==> src/rtl/rcw_regs.svh <==
`ifndef RCW_REGS_SVH
`define RCW_REGS_SVH

// ********************************
// Register map (word index, byte = 4 x index)
// ********************************
`define RCW_ADDR_W 18
`define RCW_IDX_CONFIG 16'h0000
`define RCW_IDX_STATUS 16'h0001
`define RCW_IDX_CLEAR 16'hffff

// ********************************
// Fields and reset values
// ********************************
`define RCW_CFG_DISABLE 0
`define RCW_CFG_STOP_DIS 1
`define RCW_CFG_RATE 7
`define RCW_CFG_RESET 8'h00
`define RCW_STS_WDOG 0

// ********************************
// Counter shape and timing
// ********************************
`define RCW_PRE_W 12
`define RCW_CNT_W 6
`define RCW_PRE_KEEP 12'h00f
`define RCW_PRE_FAST 12'h07f
`define RCW_PRE_SLOW 12'hfff
`define RCW_RST_SLOW_CYC 32
`define RCW_POR_SLOW_CYC 4096
`define RCW_RESP_OKAY 2'b00
`define RCW_RESP_SLVERR 2'b10

`endif

==> src/rtl/rcw_pkg.sv <==
package rcw_pkg;

    // ********************************
    // Types
    // ********************************
    typedef enum logic [1:0]
    {
        RCW_RUN = 2'b00,
        RCW_PULL = 2'b01
    } rcw_rst_state_t;

    // Decoded configuration bits
    typedef struct packed
    {
        logic rate_sel;
        logic stop_dis;
        logic disable_wd;
    } rcw_cfg_t;

    // Test and debug mode pins
    typedef struct packed
    {
        logic monitor_mode;
        logic irq_test_hv;
        logic rst_test_hv;
        logic break_state;
    } rcw_mode_t;

endpackage

==> src/rtl/rcw_runaway_watchdog.sv <==
// How it works
// - 6-bit counter after 12-bit prescaler
// - rate bit picks short or long timeout
// - clear location reads reset vector low byte
// - overflow pulls reset low, sets flag
// - stop instruction clears prescaler
// - prescaler cleared 4096 slow cycles after power-up
// - internal reset clears prescaler and counter
// - reset vector fetch clears prescaler
// - disable bit stops watchdog resets
// - monitor with test voltage disables while present
// - blank-vector monitor entry disables until power-up
// - break with test voltage on reset disables
// - never raises a CPU interrupt
// - keeps counting in wait mode
// - stop gates slow clock, clears prescaler
// - stop disabled gives illegal opcode reset
// - counts on slow internal clock only
//
// Chosen here: the AXI4-Lite interface to the registers.
`include "rcw_regs.svh"

module rcw_runaway_watchdog
    import rcw_pkg::*;
#(
    parameter int PRE_W = `RCW_PRE_W,
    parameter int CNT_W = `RCW_CNT_W,
    parameter int POR_CYC = `RCW_POR_SLOW_CYC
)
(
    // Clock, reset, enable
    input wire logic aclk,
    input wire logic aresetn,
    input wire logic clk_en,
    // AXI4-Lite write
    input wire logic [`RCW_ADDR_W-1:0] s_axi_awaddr,
    input wire logic s_axi_awvalid,
    output logic s_axi_awready,
    input wire logic [31:0] s_axi_wdata,
    input wire logic [3:0] s_axi_wstrb,
    input wire logic s_axi_wvalid,
    output logic s_axi_wready,
    output logic [1:0] s_axi_bresp,
    output logic s_axi_bvalid,
    input wire logic s_axi_bready,
    // AXI4-Lite read
    input wire logic [`RCW_ADDR_W-1:0] s_axi_araddr,
    input wire logic s_axi_arvalid,
    output logic s_axi_arready,
    output logic [31:0] s_axi_rdata,
    output logic [1:0] s_axi_rresp,
    output logic s_axi_rvalid,
    input wire logic s_axi_rready,
    // Slow clock and system events
    input wire logic slow_internal_clock,
    input wire logic internal_reset,
    input wire logic vector_fetch,
    input wire logic [7:0] reset_vector_lo,
    input wire logic stop_exec,
    input wire logic stop_wake,
    input wire rcw_mode_t mode_pins,
    // Reset outputs
    output logic wdog_reset_n,
    output logic illegal_op_reset
);

    // ********************************
    // State
    // ********************************
    logic [PRE_W-1:0] pre_q;
    logic [CNT_W-1:0] cnt_q;
    logic [7:0] cfg_q;
    rcw_cfg_t cfg;
    logic flag_q;
    logic slow_prev_q;
    logic stop_q;
    logic mon_prev_q;
    logic mon_hv_q;
    logic blank_q;
    logic [12:0] por_cnt_q;
    logic por_done_q;
    rcw_rst_state_t rst_st_q;
    logic [4:0] pull_cnt_q;
    logic aw_got_q;
    logic w_got_q;
    logic [`RCW_ADDR_W-1:0] aw_addr_q;
    logic [31:0] w_data_q;
    logic [3:0] w_strb_q;
    logic awready_q;
    logic wready_q;
    logic bvalid_q;
    logic [1:0] bresp_q;
    logic arready_q;
    logic rvalid_q;
    logic [31:0] rdata_q;
    logic [1:0] rresp_q;
    logic illegal_q;
    logic rst_n_q;

    // Word index match on a byte address
    function automatic logic idx_hit(input logic [`RCW_ADDR_W-1:0] a,
                                     input logic [15:0] idx);
        idx_hit = (a == {idx, 2'b00});
    endfunction

    // Any decoded register
    function automatic logic mapped(input logic [`RCW_ADDR_W-1:0] a);
        mapped = idx_hit(a, `RCW_IDX_CONFIG) || idx_hit(a, `RCW_IDX_STATUS)
            || idx_hit(a, `RCW_IDX_CLEAR);
    endfunction

    // ********************************
    // Decode
    // ********************************
    logic slow_tick;
    logic wr_fire;
    logic wr_clear;
    logic wr_cfg;
    logic wr_sts;
    logic wd_off;
    logic cnt_step;
    logic overflow;
    logic por_clear;
    logic stop_enter;
    logic hv_any;
    logic mon_entry;

    assign cfg.rate_sel = cfg_q[`RCW_CFG_RATE];
    assign cfg.stop_dis = cfg_q[`RCW_CFG_STOP_DIS];
    assign cfg.disable_wd = cfg_q[`RCW_CFG_DISABLE];
    // Slow clock is only a sampled level; stop gates it off
    assign slow_tick = slow_internal_clock && !slow_prev_q && !stop_q;
    assign wr_fire = aw_got_q && w_got_q && !bvalid_q;
    assign wr_clear = wr_fire && idx_hit(aw_addr_q, `RCW_IDX_CLEAR);
    assign wr_cfg = wr_fire && idx_hit(aw_addr_q, `RCW_IDX_CONFIG) && w_strb_q[0];
    assign wr_sts = wr_fire && idx_hit(aw_addr_q, `RCW_IDX_STATUS) && w_strb_q[0];
    assign hv_any = mode_pins.irq_test_hv || mode_pins.rst_test_hv;
    assign mon_entry = mode_pins.monitor_mode && !mon_prev_q;
    // Every disable source; wait mode is not one of them
    assign wd_off = cfg.disable_wd
        || (mon_hv_q && hv_any)
        || blank_q
        || (mode_pins.break_state && mode_pins.rst_test_hv);
    // Short period wraps the counter off prescaler bit 6
    assign cnt_step = slow_tick && (cfg.rate_sel
        ? (pre_q[6:0] == 7'(`RCW_PRE_FAST))
        : (pre_q == `RCW_PRE_SLOW));
    assign overflow = cnt_step && (&cnt_q) && !wd_off && (rst_st_q == RCW_RUN);
    assign por_clear = slow_tick && !por_done_q && (por_cnt_q == 13'(POR_CYC - 1));
    assign stop_enter = stop_exec && !cfg.stop_dis;

    // ********************************
    // Slow clock edge and mode latches
    // ********************************
    always_ff @(posedge aclk)
    begin
        if (!aresetn)
        begin
            slow_prev_q <= 1'b0;
            mon_prev_q <= 1'b0;
        end
        else if (clk_en)
        begin
            slow_prev_q <= slow_internal_clock;
            mon_prev_q <= mode_pins.monitor_mode;
        end
    end

    // Test-voltage monitor disable lasts while a pin holds it
    always_ff @(posedge aclk)
    begin
        if (!aresetn)
            mon_hv_q <= 1'b0;
        else if (clk_en)
        begin
            if (mon_entry && mode_pins.irq_test_hv)
                mon_hv_q <= 1'b1;
            else if (!hv_any)
                mon_hv_q <= 1'b0;
        end
    end

    // Blank-vector entry: only the power-up reset releases it
    always_ff @(posedge aclk)
    begin
        if (!aresetn)
            blank_q <= 1'b0;
        else if (clk_en && mon_entry && !mode_pins.irq_test_hv)
            blank_q <= 1'b1;
    end

    // Power-up delay, counted in slow cycles
    always_ff @(posedge aclk)
    begin
        if (!aresetn)
        begin
            por_cnt_q <= 13'h0000;
            por_done_q <= 1'b0;
        end
        else if (clk_en && slow_tick && !por_done_q)
        begin
            por_cnt_q <= por_cnt_q + 13'h0001;
            por_done_q <= por_clear;
        end
    end

    // ********************************
    // Stop handling
    // ********************************
    always_ff @(posedge aclk)
    begin
        if (!aresetn)
        begin
            stop_q <= 1'b0;
            illegal_q <= 1'b0;
        end
        else if (clk_en)
        begin
            illegal_q <= stop_exec && cfg.stop_dis;
            if (stop_enter)
                stop_q <= 1'b1;
            else if (stop_wake)
                stop_q <= 1'b0;
        end
    end

    // ********************************
    // Prescaler and counter
    // ********************************
    // Clears take priority over counting
    always_ff @(posedge aclk)
    begin
        if (!aresetn)
            pre_q <= '0;
        else if (clk_en)
        begin
            if (internal_reset || rst_st_q == RCW_PULL || wd_off)
                pre_q <= '0;
            else if (stop_enter || vector_fetch || por_clear)
                pre_q <= '0;
            else if (wr_clear)
                pre_q <= pre_q & PRE_W'(`RCW_PRE_KEEP);
            else if (slow_tick)
                pre_q <= pre_q + 1'b1;
        end
    end

    always_ff @(posedge aclk)
    begin
        if (!aresetn)
            cnt_q <= '0;
        else if (clk_en)
        begin
            if (internal_reset || rst_st_q == RCW_PULL || wd_off || wr_clear)
                cnt_q <= '0;
            else if (cnt_step)
                cnt_q <= cnt_q + 1'b1;
        end
    end

    // ********************************
    // Reset pulse and cause flag
    // ********************************
    // Only a system reset leaves the block, no interrupt
    always_ff @(posedge aclk)
    begin
        if (!aresetn)
        begin
            rst_st_q <= RCW_RUN;
            pull_cnt_q <= 5'h00;
            rst_n_q <= 1'b1;
        end
        else if (clk_en)
        begin
            case (rst_st_q)
                RCW_RUN:
                begin
                    if (overflow)
                    begin
                        rst_st_q <= RCW_PULL;
                        rst_n_q <= 1'b0;
                        pull_cnt_q <= 5'h00;
                    end
                end
                RCW_PULL:
                begin
                    if (slow_tick)
                    begin
                        pull_cnt_q <= pull_cnt_q + 5'h01;
                        if (pull_cnt_q == 5'(`RCW_RST_SLOW_CYC - 1))
                        begin
                            rst_st_q <= RCW_RUN;
                            rst_n_q <= 1'b1;
                        end
                    end
                end
                default:
                begin
                    rst_st_q <= RCW_RUN;
                    rst_n_q <= 1'b1;
                end
            endcase
        end
    end

    // Set beats a same-cycle software clear
    always_ff @(posedge aclk)
    begin
        if (!aresetn)
            flag_q <= 1'b0;
        else if (clk_en)
        begin
            if (overflow)
                flag_q <= 1'b1;
            else if (wr_sts && w_data_q[`RCW_STS_WDOG])
                flag_q <= 1'b0;
        end
    end

    // Configuration byte; reset clears rate select
    always_ff @(posedge aclk)
    begin
        if (!aresetn)
            cfg_q <= `RCW_CFG_RESET;
        else if (clk_en && wr_cfg)
            cfg_q <= w_data_q[7:0];
    end

    // ********************************
    // AXI4-Lite write channel
    // ********************************
    always_ff @(posedge aclk)
    begin
        if (!aresetn)
        begin
            aw_got_q <= 1'b0;
            w_got_q <= 1'b0;
            aw_addr_q <= '0;
            w_data_q <= 32'h0000_0000;
            w_strb_q <= 4'h0;
            awready_q <= 1'b1;
            wready_q <= 1'b1;
            bvalid_q <= 1'b0;
            bresp_q <= `RCW_RESP_OKAY;
        end
        else if (clk_en)
        begin
            if (s_axi_awvalid && awready_q)
            begin
                aw_got_q <= 1'b1;
                aw_addr_q <= s_axi_awaddr;
                awready_q <= 1'b0;
            end
            if (s_axi_wvalid && wready_q)
            begin
                w_got_q <= 1'b1;
                w_data_q <= s_axi_wdata;
                w_strb_q <= s_axi_wstrb;
                wready_q <= 1'b0;
            end
            if (wr_fire)
            begin
                bvalid_q <= 1'b1;
                bresp_q <= mapped(aw_addr_q) ? `RCW_RESP_OKAY : `RCW_RESP_SLVERR;
            end
            if (bvalid_q && s_axi_bready)
            begin
                bvalid_q <= 1'b0;
                aw_got_q <= 1'b0;
                w_got_q <= 1'b0;
                awready_q <= 1'b1;
                wready_q <= 1'b1;
            end
        end
    end

    // ********************************
    // AXI4-Lite read channel
    // ********************************
    // Clear location holds no state, it shows the vector byte
    always_ff @(posedge aclk)
    begin
        if (!aresetn)
        begin
            arready_q <= 1'b1;
            rvalid_q <= 1'b0;
            rdata_q <= 32'h0000_0000;
            rresp_q <= `RCW_RESP_OKAY;
        end
        else if (clk_en)
        begin
            if (s_axi_arvalid && arready_q)
            begin
                arready_q <= 1'b0;
                rvalid_q <= 1'b1;
                rresp_q <= mapped(s_axi_araddr) ? `RCW_RESP_OKAY : `RCW_RESP_SLVERR;
                if (idx_hit(s_axi_araddr, `RCW_IDX_CLEAR))
                    rdata_q <= {24'h00_0000, reset_vector_lo};
                else if (idx_hit(s_axi_araddr, `RCW_IDX_CONFIG))
                    rdata_q <= {24'h00_0000, cfg_q};
                else if (idx_hit(s_axi_araddr, `RCW_IDX_STATUS))
                    rdata_q <= {31'h0000_0000, flag_q};
                else
                    rdata_q <= 32'h0000_0000;
            end
            else if (rvalid_q && s_axi_rready)
            begin
                rvalid_q <= 1'b0;
                arready_q <= 1'b1;
            end
        end
    end

    // Outputs straight from flops
    assign s_axi_awready = awready_q;
    assign s_axi_wready = wready_q;
    assign s_axi_bvalid = bvalid_q;
    assign s_axi_bresp = bresp_q;
    assign s_axi_arready = arready_q;
    assign s_axi_rvalid = rvalid_q;
    assign s_axi_rdata = rdata_q;
    assign s_axi_rresp = rresp_q;
    assign wdog_reset_n = rst_n_q;
    assign illegal_op_reset = illegal_q;
endmodule

==> config.mk <==
export PLATFORM = sky130hd
export DESIGN_NAME = rcw_runaway_watchdog
export DESIGN_NICKNAME = d
export VERILOG_FILES = /design/src/rtl/rcw_pkg.sv /design/src/rtl/rcw_runaway_watchdog.sv
export VERILOG_INCLUDE_DIRS = /design/src /design/src/rtl
export SDC_FILE = /design/constraint.sdc
export NUM_CORES = 1
export LEC_CHECK = 0
export ABC_AREA = 1
export BUFFER_PORTS_ARGS = -buffer_cell sky130_fd_sc_hd__buf_4
export CORE_MARGIN = 1
export CORE_UTILIZATION = 50
export DETAILED_ROUTE_END_ITERATION = 10
export GPL_TIMING_DRIVEN = 0
export PLACE_DENSITY = 0.74
export RECOVER_POWER = 25
export SKIP_CTS_REPAIR_TIMING = 1
export SLEW_MARGIN = 15
export SYNTH_ARGS = -nofsm -noshare
export SYNTH_HDL_FRONTEND = slang
export SYNTH_SLANG_ARGS = --single-unit
==> constraint.sdc <==
create_clock -name aclk -period 3.5 [get_ports aclk]
set_input_delay 0 -clock aclk [delete_from_list [all_inputs] [get_ports aclk]]
set_output_delay 0 -clock aclk [all_outputs]
set_load 0.02 [all_outputs]
# == After elaboration in Yosys (flattened, before gate mapping) ==
# Cells that the tools add are included.
# op_classes
addsub,4
mul,0
n_div,0
n_lt_le_gt_ge,0
eq_ne,14
shifts,0
muxes,43
n_bitwise,0
reduce_logical,83
# ops
cell,count
$mux W12,4
$eq A18 B18 Y1 const B,2
$eq A18 B3 Y1 const B,2
$logic_not A18 Y1,2
$logic_and A1 B1 Y1,32
$reduce_and A2 Y1,13
$mux W1,25
$mux W8,2
$reduce_bool A2 Y1,8
$add A13 B1 Y13 const B,1
$eq A13 B12 Y1 const B,1
$logic_or A1 B1 Y1,13
$add A12 B1 Y12 const B,1
$eq A12 B12 Y1 const B,1
$mux W6,2
$mux W2,5
$mux W5,2
$pmux W5 S2,1
$logic_not A1 Y1,8
$reduce_and A4 Y1,2
$eq A7 B7 Y1 const B,1
$add A6 B1 Y6 const B,1
$reduce_and A6 Y1,1
$add A5 B1 Y5 const B,1
other kinds (11),13
# totals
reg_bits,125
latchBits,0
mem_bits_rw,0
mem_bits_ro,0
in_bits,97
out_inout_bits,43
elab_cells,173
memories,0

# == Logic depth before layout (Yosys ltp) ==
# depth
word_depth,10
ltp_mapped,12
mapped_depth_nobuf,12

# == Least setup slack after synthesis ==
# Ideal clock, no wire load.
# synth_path
path_kind,reg2reg
from,reg pre_q[0]
to,reg pull_cnt_q[4]
setup_ns,0.113
arrival_time_ns,1.394
required_time_ns,3.387
slack_ns,1.993
path_stages_with_launch,11
n_path_buf,0
synth_period_minus_slack_ns,1.507
cell_sequence,dfxtp_1 > ha_1 > nand3_2 > inv_2 > nand2_2 > a21oi_4 > nand3_4 > nand2_4 > inv_2 > o21ai_2 > nor2_1
# synth_via
elab_chain_len,8
elab_cells_between_ends,9
classes_between,3 x eq/ne; 1 x mux; 5 x reduce/logical
# synth_rtl
element,line_no,source
start: declaration,rcw_runaway_watchdog.sv:70,logic [PRE_W-1:0] pre_q;
start signal: assignment,rcw_runaway_watchdog.sv:242,pre_q <= pre_q & PRE_W'(`RCW_PRE_KEEP);
start signal: assignment,rcw_runaway_watchdog.sv:244,pre_q <= pre_q + 1'b1;
$eq A12 B12 Y1 (no line) or $eq A7 B7 Y1 (tied branches),n/a,
$mux W1 *,rcw_runaway_watchdog.sv:145,assign cnt_step = slow_tick && (cfg.rate_sel
$logic_and A1 B1 Y1 *,rcw_runaway_watchdog.sv:145,
$logic_and A1 B1 Y1 * (3 in a row),rcw_runaway_watchdog.sv:148,assign overflow = cnt_step && (&cnt_q) && !wd_off && (rst_st_q == RCW_RUN);
$ne A2 B2 Y1 (no line) *,n/a,
$reduce_and A4 Y1 (no line) *,n/a,
end signal: assignment,rcw_runaway_watchdog.sv:289,pull_cnt_q <= pull_cnt_q + 5'h01;
end: declaration,rcw_runaway_watchdog.sv:83,logic [4:0] pull_cnt_q;
# Every way passes the cells marked *; elsewhere a longest branch is shown, timed or not.
# A chain may end at the register's enable or synchronous reset.

# == Final worst setup path ==
# layout_path
from,in clk_en
to,reg mon_hv_q
# layout_via
elab_chain_len,1
# layout_rtl
element,line_no,source
start: declaration,rcw_runaway_watchdog.sv:34,"input wire logic clk_en,"
$reduce_and A2 Y1 (no line),n/a,
end signal: assignment,rcw_runaway_watchdog.sv:173,mon_hv_q <= 1'b0;
end signal: assignment,rcw_runaway_watchdog.sv:177,mon_hv_q <= 1'b1;
end signal: assignment,rcw_runaway_watchdog.sv:179,mon_hv_q <= 1'b0;
end: declaration,rcw_runaway_watchdog.sv:78,logic mon_hv_q;
# No other way between the ends.

==> impl_metrics.env <==
export IMPL_rsz0062_at_grt="false"
export IMPL_cts_buffers_inserted=9
export IMPL_synth_adder_area_share_pct=1.214
export IMPL_syn_to_final_growth_pct=26.73
export IMPL_total_power_mw=2.284
export IMPL_portBuffers=85
export IMPL_cp_start_kind="input pin"
export IMPL_fin_area_um2=6531
export IMPL_hold_ws_ns=-0.04908
export IMPL_synth_seq_cells=98
export IMPL_fin_nets=975
export IMPL_synth_common_cells="nand2_1, dfxtp_1, nor2_1, a21oi_1, inv_1"
export IMPL_synth_area_per_cell_um2=7.218
export IMPL_critPathSlowestCell="clkbuf_1"
export IMPL_worstPathCellList="clkbuf_1 > clkbuf_1 > clkbuf_1 > nand3_1 > a21oi_1 > dlygate4sd3_1"
export IMPL_vias=5131
export IMPL_synth_xor_area_share_pct=1.529
export IMPL_drc=0
export IMPL_violations="hold timing"
export IMPL_synth_edf_count=0
export IMPL_tritoncts="done"
export IMPL_fin_crit_ns=2.020
export IMPL_synth_top_area_share_pct=38.07
export IMPL_ys_seq_area_share_pct=38.07
export IMPL_place_area_um2=6052
export IMPL_die_area_um2=10720
export IMPL_yosys_warnings=0
export IMPL_final_setup_tns_ns=0
export IMPL_path_max_fanout=10
export IMPL_grt_total_usage_pct=23.07
export IMPL_worstPathArrival_ns=2.33
export IMPL_hpwlAfterDp_um=9594
export IMPL_cpPeakStageDelay_ns=0.59
export IMPL_path_delay_family="buffers and inverters"
export IMPL_worstMarginPinSlew_ns=0.7792
export IMPL_synth_mux_area_fraction_pct=0
export IMPL_place_gp_congestion=0.8705
export IMPL_hold_path_class="input pin to flip-flop"
export IMPL_fillers=850
export IMPL_synth_top_family_by_area="simple AND/OR/NAND/NOR gates"
export IMPL_die_x_um=103.5
export IMPL_path_class="input pin to flip-flop"
export IMPL_yosysMostFrequentCell="nand2_1"
export IMPL_rows=36
export IMPL_grt_pass1_vias=4459
export IMPL_skew_ns=0.01274
export IMPL_grt_pass1_wl_um=20220
export IMPL_ys_async_sr_fraction_pct=0
export IMPL_finalMaxSlewViolations=0
export IMPL_drtPass1Iterations=5
export IMPL_ys_top_cells_by_area="dfxtp_1, nand2_1, a21oi_1"
export IMPL_root_buffer="clkbuf_8"
export IMPL_synth_simple_area_share_pct=31.37
export IMPL_status="finished, violations left"
export IMPL_clkLatencyLatePin_ns=0.37
export IMPL_layout_drive_gt1_share_pct=19.50
export IMPL_antenna_left=0
export IMPL_grt_ovfl_total=0
export IMPL_n_antenna_cell=0
export IMPL_clockBufferDepth=2
export IMPL_cts_sinks=98
export IMPL_synth_compound_area_share_pct=16.14
export IMPL_hold_viol_final=8
export IMPL_ios=140
export IMPL_synth_distinct_cells=47
export IMPL_die_height_um=103.5
export IMPL_cp_end_kind="flip-flop"
export IMPL_synth_top_area_cell="dfxtp_1"
export IMPL_htree_levels=3
export IMPL_antenna_found_initial=0
export IMPL_fp_coreArea_um2=9864
export IMPL_slew_headroom_pct=48.05
export IMPL_setup_violations=0
export IMPL_fmaxAchievable_ghz=0.4951
export IMPL_synth_flop_cell="dfxtp_1"
export IMPL_power_density_nw_per_um2=349.7
export IMPL_irDropWorstVdd_mv=0.1977
export IMPL_drtIter0Drc=240
export IMPL_netlist_area_um2=5154
export IMPL_path_clk_slew_ns=0.10
export IMPL_routed_wl_um=12910
export IMPL_grt_max_degree=16
export IMPL_path_buf_inv=4
export IMPL_p_leak_nw=2.776
export IMPL_synth_cells=714
export IMPL_fin_crit_sh_pct=57.71
export IMPL_crit_required_ns=3.81
export IMPL_drv_cap=0
export IMPL_initial_core_util_pct=52.25
export IMPL_via_per_inst=5.080
export IMPL_routedWlPerCell_um=12.78
export IMPL_crit_top_cell="clkbuf_1"
-- per-stage QoR --
step | instances | worst slack (ns) | utilization [%]
after global placement | 957 | 1.794 | 61.35
after global routing | 1010 | 1.341 | 66.21
after CTS | 972 | 1.732 | 63.22
final | 1010 | 1.480 | 66.21
after detailed placement | 957 | 1.762 | 61.35
after floorplan | 739 | 1.993 | -
-- flip-flops by register name, indices dropped and copies added (netlist names), 5 cells and up --
| name | flops |
|---|---|
| s_axi_rdata | 8 |
| w_data_q | 8 |
| pull_cnt_q | 5 |
| pre_q | 12 |
| cfg_q | 8 |
| aw_addr_q | 18 |
| por_cnt_q | 13 |
| cnt_q | 6 |
-- final timing paths --
path | cells after the start | slack, ns | to | from
setup / recovery | 6 | 1.48 | mon_hv_q | clk_en
hold / removal | 5 | -0.05 | s_axi_rdata[0] | reset_vector_lo[0]
setup reg to reg | 10 | 1.73 | pull_cnt_q[1] | pre_q[0]
hold reg to reg | 2 | 0.46 | cfg_q[5] | cfg_q[5]
-- tightest hold or removal path: stages --
cell	delay, ns
buf_4	0.08
nand2_1	0.05
nand2_1	0.06
a21oi_1	0.04
nor2_1	0.07
-- report_power, final --
group          switching (mW)  total, mW  internal, mW
combinational           0.217      0.383         0.166
sequential             0.0293       1.19          1.16
clock                   0.388      0.714         0.326
total                   0.635       2.28          1.65
-- layer usage --
metal / share of wire [%] / vias to the layer above / track usage [%]
li1: - / 2599 / -
met1: 45 / 2328 / 30.17
met2: 47 / 191 / 38.21
met3: 6.7 / 13 / 4.972
met4: 1.1 / 0 / 6.625
met5: 0 / - / 0
-- cells by family (layout without fill, tap and decap cells) --
logic type      count (synthesis)  in the layout
buf+inv                       124            262
simple gates                  328            328
compound gates                149            149
other cells                     1             26
flops                          98             98
fa+ha+maj                       5              5
xor+xnor                        9              9
-- cells in the final DEF (no fill, tap or decap), types with 7 or more instances in the layout --
| cell type | netlist | routed |
|---|---|---|
| nand2_1 | 129 | 129 |
| dfxtp_1 | 98 | 98 |
| buf_4 | 28 | 93 |
| nor2_1 | 82 | 82 |
| a21oi_1 | 76 | 76 |
| inv_1 | 72 | 72 |
| o21ai_0 | 48 | 48 |
| nand3_1 | 42 | 43 |
| dlygate4sd3_1 | 0 | 38 |
| clkbuf_1 | 12 | 34 |
| conb_1 | 1 | 26 |
| nand4_1 | 11 | 11 |
| nand2_2 | 11 | 11 |
| nor3_1 | 11 | 11 |
| nor2_2 | 9 | 9 |
| clkbuf_8 | 0 | 9 |
| a21oi_2 | 7 | 7 |
-- layout make-up --
type	count	area [um2]	share of cell area, %
well taps	133	166.4	2.548
inverters	76	285.3	4.368
flip-flops and latches	98	1962	30.04
repair buffers	123	950.9	14.56
plain buffers	48	300.3	4.598
clock inverters	5	56.30	0.8621
multi-input cells	517	2683	41.07
clock buffers	10	127.6	1.954
Note: power is estimated with default switching activity, not from simulation.
